## src/include/power_on_ctrl_pkg.sv

```systemverilog
// Constants and types for the power-on restore and remote-state control block
`default_nettype none
package power_on_ctrl_pkg;
  // Widths
  localparam int SETPT_W = 16;
  localparam int MODE_W  = 3;
  localparam int RSTATE_W = 2;
  // Remote state encodings
  localparam logic [1:0] RSTATE_PANEL  = 2'h0;
  localparam logic [1:0] RSTATE_ARMED  = 2'h1;
  localparam logic [1:0] RSTATE_REMOTE = 2'h2;
  localparam logic [1:0] RSTATE_FACTORY = RSTATE_ARMED;
  // Factory default settings
  localparam logic [15:0] VSET_DEFAULT = 16'h0000;
  localparam logic [15:0] ISET_DEFAULT = 16'h0000;
  localparam logic [2:0]  MODE_UI      = 3'h0;
  localparam logic        OUT_DEFAULT  = 1'b0;
  // Control modes shown to the rest of the unit
  typedef enum logic [1:0] {CTL_LOCAL, CTL_REMOTE, CTL_LOCKOUT} ctl_mode_t;
endpackage
`default_nettype wire

```

## src/verilog/power_on_ctrl.sv

```systemverilog
// Power-on setting restore and remote/lockout control state machine
// Functional notes
// - With remember-last off, power-up applies 0 V, 0 A, UI mode and output off.
// - With remember-last on, power-up applies the settings saved before power-down.
// - The power-on selection is non-volatile and only a front panel edit changes it.
// - The last go-to-remote parameter from 0 to 2 is stored non-volatile and sets the power-up remote state; 3 is refused.
// - The stored remote state is never reported, so the host must write it when unsure.
// - State 0 powers up local; a parameterless go-to-remote enables remote control with the front panel locked out.
// - State 1 powers up local and goes to remote lockout on the first command received.
// - In state 1 a go-to-local command leaves the unit under front panel control.
// - The factory value of the stored remote state is 1.
// - State 2 powers up directly in remote control with the front panel locked out.
`default_nettype none
module power_on_ctrl
  import power_on_ctrl_pkg::*;
#(
  parameter int SW = SETPT_W
) (
  // Clock and reset
  input  wire logic          ref_clk,
  input  wire logic          srst,
  // Power-up pulse and non-volatile image
  input  wire logic          power_up,
  input  wire logic          nv_valid,
  input  wire logic          nv_remember,
  input  wire logic [1:0]    nv_rstate,
  input  wire logic [SW-1:0] nv_vset,
  input  wire logic [SW-1:0] nv_iset,
  input  wire logic [2:0]    nv_mode,
  input  wire logic          nv_output,
  // Front panel edit of the power-on selection
  input  wire logic          panel_edit,
  input  wire logic          panel_remember,
  // Commands from the digital interfaces
  input  wire logic          cmd_any,
  input  wire logic          go_to_remote_cmd,
  input  wire logic          remote_has_param,
  input  wire logic [1:0]    remote_param,
  input  wire logic          go_to_local_cmd,
  // Applied settings
  output logic [SW-1:0]      vset_r,
  output logic [SW-1:0]      iset_r,
  output logic [2:0]         mode_r,
  output logic               output_en_r,
  output logic               load_pulse_r,
  // Non-volatile write-back image
  output logic               remember_r,
  output logic [1:0]         rstate_r,
  output logic               nv_write_r,
  // Control mode
  output ctl_mode_t          ctl_r,
  output logic               panel_lock_r
);

  // ==========================================================
  // Power-up loading
  // ==========================================================
  // Stale image counts as invalid, so a blank store behaves as shipped
  wire logic        rem_eff    = nv_valid & nv_remember;
  wire logic [1:0]  rstate_eff = (nv_valid && nv_rstate <= RSTATE_REMOTE) ? nv_rstate
                                                                        : RSTATE_FACTORY;
  wire logic        remote_ok  = go_to_remote_cmd & remote_has_param
                                 & (remote_param <= RSTATE_REMOTE);

  always_ff @(posedge ref_clk) begin
    if (srst) begin
      vset_r       <= VSET_DEFAULT;
      iset_r       <= ISET_DEFAULT;
      mode_r       <= MODE_UI;
      output_en_r  <= OUT_DEFAULT;
      load_pulse_r <= 1'b0;
    end else begin
      load_pulse_r <= power_up;
      if (power_up) begin
        vset_r      <= rem_eff ? nv_vset   : VSET_DEFAULT;
        iset_r      <= rem_eff ? nv_iset   : ISET_DEFAULT;
        mode_r      <= rem_eff ? nv_mode   : MODE_UI;
        output_en_r <= rem_eff ? nv_output : OUT_DEFAULT;
      end
    end
  end

  // ==========================================================
  // Non-volatile selections
  // ==========================================================
  // stored fields; no read path exists
  always_ff @(posedge ref_clk) begin
    if (srst) begin
      remember_r <= 1'b0;
      rstate_r   <= RSTATE_FACTORY;
      nv_write_r <= 1'b0;
    end else begin
      nv_write_r <= (panel_edit | remote_ok) & ~power_up;
      if (power_up) begin
        remember_r <= rem_eff;
        rstate_r   <= rstate_eff;
      end else begin
        if (panel_edit)
          remember_r <= panel_remember;
        if (remote_ok)
          rstate_r <= remote_param;
      end
    end
  end

  // ==========================================================
  // Control mode
  // ==========================================================
  // Armed means state 1 still waiting for its first command
  logic armed_r;
  wire ctl_mode_t ctl_boot = (rstate_eff == RSTATE_REMOTE) ? CTL_LOCKOUT : CTL_LOCAL;

  always_ff @(posedge ref_clk) begin
    if (srst) begin
      ctl_r        <= CTL_LOCAL;
      armed_r      <= 1'b0;
      panel_lock_r <= 1'b0;
    end else if (power_up) begin
      ctl_r        <= ctl_boot;
      armed_r      <= (rstate_eff == RSTATE_ARMED);
      panel_lock_r <= (rstate_eff == RSTATE_REMOTE);
    end else if (go_to_local_cmd) begin
      ctl_r        <= CTL_LOCAL;
      armed_r      <= 1'b0;
      panel_lock_r <= 1'b0;
    end else if (go_to_remote_cmd && !remote_has_param) begin
      ctl_r        <= CTL_LOCKOUT;
      armed_r      <= 1'b0;
      panel_lock_r <= 1'b1;
    end else if (armed_r && cmd_any) begin
      ctl_r        <= CTL_LOCKOUT;
      armed_r      <= 1'b0;
      panel_lock_r <= 1'b1;
    end
  end
endmodule
`default_nettype wire

```

## config.mk

```make
export PLATFORM = sky130hd
export DESIGN_NAME = power_on_ctrl
export DESIGN_NICKNAME = d
export VERILOG_FILES = /design/src/include/power_on_ctrl_pkg.sv /design/src/verilog/power_on_ctrl.sv
export SDC_FILE = /design/constraint.sdc
export NUM_CORES = 1
export LEC_CHECK = 0
export ABC_AREA = 1
export BUFFER_PORTS_ARGS = -buffer_cell sky130_fd_sc_hd__buf_2
export CORE_MARGIN = 2
export CORE_UTILIZATION = 42
export DETAILED_ROUTE_END_ITERATION = 8
export GPL_ROUTABILITY_DRIVEN = 0
export GPL_TIMING_DRIVEN = 1
export PLACE_DENSITY = 0.79
export SYNTH_ARGS = -nofsm -noshare
export SYNTH_HDL_FRONTEND = slang
export SYNTH_SLANG_ARGS = --single-unit
export TNS_END_PERCENT = 100
```

## constraint.sdc

```tcl
create_clock -name ref_clk -period 0.86 [get_ports ref_clk]
set_input_delay 0.086 -clock ref_clk [delete_from_list [all_inputs] [get_ports ref_clk]]
set_output_delay 0.086 -clock ref_clk [all_outputs]
set_load 0.05 [all_outputs]
```

==> impl_metrics.csv, run 1 <==
group,metric,value,unit
route,drc,0,
worst_hold_path,holdPathEnd,"vset_r[10]",
sta,finalClockSkew,0.0004270,ns
worst_hold_path,hold_path_class,"primary input to register",
worst_setup_path,reg2regPathDepth,3,
worst_setup_path,crit_path_max_fanout,3,
place,dp_hpwl,2670,um
route,dr.pass1.iters,4,
route,met1_length,1650,um
global_routing,overflow,0,
power,internal_power,0.003334,W
power,irDropWorstVdd,1.165,mV
route,ant_nets,0,
synth,ys_ff_latch,43,
power,power_leakage,1.233,nW
floorplan,dieArea,0.004199,sq mm
cells_and_area,fin_cells,321,
sta,setup_viol,23,
global_routing,grt_max_degree,30,
worst_setup_path,path_cells,"buf_8",
synth,yosysSeqAreaShare,55.44,%
status,status,"finished with violations",
power,switchingPower,0.001115,W
worst_setup_path,critPathRequiredTime,0.77,ns
worst_setup_path,cp_num_buf_inv,1,
synth,yosys_warnings,0,
route,wl_met3,216,um
cts,cts_buffers,5,
cells_and_area,area_delta_synth_final,73.25,%
cts,clk_pin_slew,0.08,ns
synth,synth_area_per_cell,9.028,sq um
floorplan,die_height,64.80,um
place,dp_cells,308,
route,maxUsedRoutingLayer,"met4",
power,swShare,25.06,%
worst_setup_path,reg2reg_setup_slack,0.07,ns
sta,hold_viol,0,
cells_and_area,antenna_cells,0,
route,drt-vias-per-instance,4.872,
power,power_frac_comb,17.5,%
worst_setup_path,max_stage_delay,0.38,ns
cells_and_area,final_cell_mix,"50 x buf_2, 41 x dfxtp_2, 40 x nor2_1",
power,power_frac_clock,35.1,%
power,pwr_density_cell,1654,mW/mm^2
synth,synth_top_flop_cell,"dfxtp_1",
synth,synth-edff-count,0,
floorplan,io_pins,95,
synth,ys_types,16,
floorplan,start_util,43.06,%
synth,syn_nets,223,
sta,holdWs,0.03885,ns
power,seqPwrFrac,47.4,%
route,drt_iter0_markers,85,
cts,cts_sinks,43,
cts,ctsLongestPathBuffers,2,
worst_setup_path,crit_family,"flip-flops",
cts,cts_hold_buf,0,
worst_setup_path,crit_slowest_cell,"dfxtp_4",
global_routing,antenna_found_initial,0,
cells_and_area,fin_area,0.002690,sq mm
sta,worst_slack,-0.02491,ns
route,wire_per_inst,12.87,um
sta,slew_viol_final,0,
cells_and_area,nets,323,
cts,clk_latency,0.28,ns
cts,htreeDepth,2,
cells_and_area,final_layout_size_suffix_gt1_share,58.61,%
floorplan,die_x,64.80,um
status,violations,"negative setup slack",
place,placed_cell_area,0.002153,sq mm
worst_setup_path,r2r_end,"vset_r[13]",
worst_setup_path,endpoint_kind,"output pin",
worst_setup_path,r2r_start,"vset_r[13]",
synth,netlist_area,0.001553,sq mm
route,vias,1564,
flow_run,max_cap_violations,0,
sta,setup_tns,-0.1424,ns
place,port_buffers,93,
sta,post-route-period-util,102.9,%
floorplan,row_count,22,
cts,cts_tree,"done",
floorplan,core,0.003606,sq mm
worst_setup_path,start_kind,"register",
sta,fmax,1130,MHz
worst_setup_path,cp.arrival,0.80,ns
global_routing,grt_pass1_vias,1478,
worst_hold_path,hold_start,"nv_vset[10]",
route,wl_met2,2214,um
sta,min_period,0.8849,ns
synth,synthCells,172,
synth,async_flop_share,0,%
route,drt-total-wl,4132,um
global_routing,grt_usage,20.41,%
global_routing,grt_pass1_wl,6665,um
cts,clockRootBuffer,"clkbuf_8",
cells_and_area,final_common_cell,"buf_2",
worst_hold_path,worst_hold_path.num_cells,3,
worst_setup_path,crit_type,"register to output pin",
sta,rsz0062_at_grt,"true",
[per-stage QoR]
stage,setup WS (ns),util [%],power (W)
global placement,-0.02021,59.72,0.002783
finish,-0.02491,74.60,0.004450
global route,-0.05076,74.60,0.004640
CTS,-0.03314,72.28,0.004452
detailed placement,-0.05756,59.72,0.002791
floorplan,0.04784,-,0.002550
[cell type report]
cell class                      count  area [sq um]
Fill cell                         277         915.9
Clock inverter                      2         35.03
Multi-Input combinational cell    108         586.8
Timing Repair Buffer              106         979.7
Sequential cell                    43         915.9
Tap cell                           48         60.06
Clock buffer                        6         82.58
Inverter                            8         30.03
[Yosys cell counts (2+ instances only)]
library cell  instances  area share (%)
buf_4                 2            0.97
buf_6                 3             2.2
inv_1                 7             1.7
a22oi_1              36              17
clkbuf_1              3            0.73
o21ai_0               4             1.3
nand3_1               5             1.6
nand2_1              15             3.6
a21oi_1               5             1.6
nor2_1               40             9.7
buf_2                 5             1.6
dfxtp_1              43              55
[cells by family after synthesis]
kind of cell | synth area share (%)
AO/OA/AOI/OAI | 20.31
buffers and inverters | 7.413
AND/OR/NAND/NOR | 16.60
other | 0.2415
flip-flops | 55.44
[power groups by stage]
stage	Clock (W)	Sequential, W	Combinational (W)
finish	0.00156	0.00211	0.000777
global route	0.00169	0.00212	0.000835
detailed placement	0	0.00213	0.000658
CTS	0.00160	0.00210	0.000749
global placement	0	0.00213	0.000652
floorplan	0	0.00234	0.000215
[registers in the layout (all words and copies together), names as in the netlist]
name / cells
vset_r: 16
output_en_r: 1
rstate_r: 2
ctl_r: 1
iset_r: 16
nv_write_r: 1
remember_r: 1
load_pulse_r: 1
armed_r: 1
mode_r: 3
[metal layers]
layer / GRT usage (%) / up-vias
met4: 6.649 / 0
met1: 22.33 / 723
li1: - / 785
met5: 0 / -
met3: 4.514 / 4
met2: 38.53 / 52
[how the worst max path moves through the flow]
stage	start	cells after the start	end	slack (ns)
after floorplan	ctl_r[1]	1	ctl_r[1]	0.05
final	ctl_r[1]	1	ctl_r[1]	-0.02
after detailed placement	power_up	7	rstate_r[1]	-0.06
after global routing	vset_r[8]	1	vset_r[8]	-0.05
after global placement	nv_valid	7	rstate_r[0]	-0.02
after CTS	ctl_r[1]	1	panel_lock_r	-0.03
[repair_timing]
item | CTS | global route
gates cloned | 0 | 0
gates resized for setup | 100 | 17
endpoints found under the setup margin | 43 | 45
setup buffers | 2 | 3
[worst reg2reg max path, delay by kind of cell, from the launching register on]
| family | cells | cell delay, ns |
|---|---|---|
| flops | 1 | 0.33 |
| compound gates | 1 | 0.17 |
| buf+inv | 1 | 0.13 |
| simple gates | 1 | 0.06 |
Note: power is estimated with default switching activity, not from simulation.
==> run 2, diff against run 1 <==
CORE_MARGIN = unset   (was 2)
PLACE_DENSITY = 0.85   (was 0.79)
==> run 2 against run 1 <==
Register-to-register slack worse by 0.09 ns. Count of clock-buffer cells in the layout unchanged. Non-clock buffer count is 2 higher. Via count is 4.9% higher. Critical endpoint unchanged. Flip-flop and latch count unchanged. The run still ends with negative setup slack left. Global-route usage rose by 3.0 points. Clock power is 23% lower.
==> impl_metrics.csv, run 2 (synthesized netlist as in run 1, its figures left out) <==
group,metric,value,unit
power,irDropWorstVdd,0.9833,mV
cts,ctsLongestPathBuffers,2,
global_routing,antenna_found_initial,0,
worst_setup_path,crit_path_max_fanout,3,
cells_and_area,reg_top3,"iset_r x16, vset_r x16, mode_r x3",
cells_and_area,fillers,231,
cts,clockRootBuffer,"clkbuf_8",
cells_and_area,final_layout_size_suffix_gt1_share,58.18,%
route,drc,0,
worst_setup_path,reg2regPathDepth,3,
cells_and_area,antenna_cells,0,
route,maxUsedRoutingLayer,"met4",
power,power_leakage,1.225,nW
cells_and_area,area_delta_synth_final,71.88,%
cts,htreeDepth,2,
global_routing,grt_usage,23.37,%
route,drt-vias-per-instance,5.109,
worst_setup_path,cp.arrival,0.80,ns
cts,clk_pin_slew,0.08,ns
sta,holdWs,0.02894,ns
route,wl_met3,313,um
cells_and_area,nets,325,
route,vias,1640,
floorplan,io_pins,95,
worst_setup_path,crit_type,"register to output pin",
cells_and_area,final_common_cell,"buf_2",
cells_and_area,final_cell_mix,"50 x buf_2, 41 x dfxtp_2, 40 x nor2_1",
place,dp_hpwl,2651,um
global_routing,grt_pass1_wl,7113,um
floorplan,start_util,45.11,%
status,status,"finished with violations",
power,power_frac_comb,19.1,%
sta,hold_viol,0,
power,seqPwrFrac,51.5,%
place,dp_slack,-0.04851,ns
sta,fmax,1125,MHz
floorplan,die_height,62.80,um
route,met1_length,1673,um
sta,rsz0062_at_grt,"true",
sta,setup_tns,-0.3578,ns
route,ant_nets,0,
worst_hold_path,worst_hold_path.num_cells,3,
route,wire_per_inst,14.44,um
worst_setup_path,endpoint_kind,"output pin",
status,violations,"negative setup slack",
cts,clk_latency,0.28,ns
worst_setup_path,r2r_end,"iset_r[14]",
worst_setup_path,reg2reg_setup_slack,-0.02,ns
power,switchingPower,0.001137,W
floorplan,die_x,62.80,um
floorplan,row_count,21,
worst_setup_path,path_cells,"buf_8",
sta,setup_viol,35,
floorplan,core,0.003442,sq mm
global_routing,overflow,0,
cts,cts_sinks,43,
route,drt_iter0_markers,127,
worst_hold_path,holdPathEnd,"vset_r[8]",
flow_run,max_cap_violations,0,
power,pwr_density_cell,1535,mW/mm^2
sta,post-route-period-util,103.4,%
power,power_frac_clock,29.4,%
worst_setup_path,crit_slowest_cell,"dfxtp_4",
floorplan,dieArea,0.003944,sq mm
worst_setup_path,r2r_start,"iset_r[14]",
power,internal_power,0.002959,W
worst_setup_path,cp_num_buf_inv,1,
route,wl_met2,2593,um
sta,min_period,0.8890,ns
global_routing,grt_max_degree,28,
worst_hold_path,hold_start,"nv_vset[8]",
sta,slew_viol_final,0,
worst_setup_path,crit_family,"flip-flops",
cells_and_area,fin_cells,321,
cts,cts_tree,"done",
route,drt-total-wl,4634,um
power,swShare,27.76,%
power,power,0.004096,W
worst_hold_path,hold_path_class,"primary input to register",
sta,worst_slack,-0.02905,ns
worst_setup_path,max_stage_delay,0.38,ns
route,dr.pass1.iters,4,
place,dp_cells,306,
worst_setup_path,start_kind,"register",
place,port_buffers,93,
cts,cts_buffers,5,
worst_setup_path,critPathRequiredTime,0.77,ns
global_routing,grt_pass1_vias,1579,
cts,cts_hold_buf,0,
sta,finalClockSkew,0.0007056,ns
run 2: worst register-to-register path, cell delays in order, from the launching register on:
cell	delay, ns
dfxtp_2	0.34
buf_4	0.13
a22oi_1	0.22
nor2_1	0.08
run 2: how the worst max path moves through the flow:
| stage | startpoint | endpoint | depth (start not counted) |
|---|---|---|---|
| 2_1_floorplan | ctl_r[1] | ctl_r[1] | 1 |
| 3_3_place_gp | power_up | remember_r | 6 |
| 3_5_place_dp | nv_valid | iset_r[9] | 6 |
| 4_1_cts | ctl_r[1] | ctl_r[1] | 1 |
| 5_1_grt | ctl_r[1] | ctl_r[1] | 1 |
| 6_report | ctl_r[1] | ctl_r[1] | 1 |
run 2: area by class of cell:
class | count | area [sq um] | area share (%)
Timing Repair Buffer | 108 | 998.5 | 37.41
Sequential cell | 43 | 915.9 | 34.32
Multi-Input combinational cell | 108 | 581.8 | 21.80
Clock buffer | 6 | 72.57 | 2.719
Tap cell | 46 | 57.56 | 2.157
Inverter | 8 | 30.03 | 1.125
Clock inverter | 2 | 12.51 | 0.4688
run 2: metrics by stage:
stage,utilization [%],cell area [sq um]
2_1_floorplan,-,1603
3_3_place_gp,62.49,2151
3_5_place_dp,62.49,2151
4_1_cts,75.75,2608
5_1_grt,77.54,2669
6_report,77.54,2669
run 2: metal layers:
layer / GRT usage, % / vias to the layer above
met5: 0 / -
li1: - / 785
met2: 45.24 / 86
met4: 8.140 / 0
met3: 7.117 / 6
met1: 23.08 / 763
run 2: what timing repair did:
action	CTS	global route
pin swaps	0	0
gates cloned	0	0
setup endpoints to repair	43	44
resized for setup	107	10
setup buffers	4	3
run 2: power groups by stage:
stage,Combinational (W),Clock (W),Sequential (W)
final,0.000782,0.00120,0.00211
after global routing,0.000829,0.00137,0.00212
after CTS,0.000756,0.00123,0.00211
after detailed placement,0.000657,0,0.00213
after global placement,0.000647,0,0.00213
after floorplan,0.000215,0,0.00234
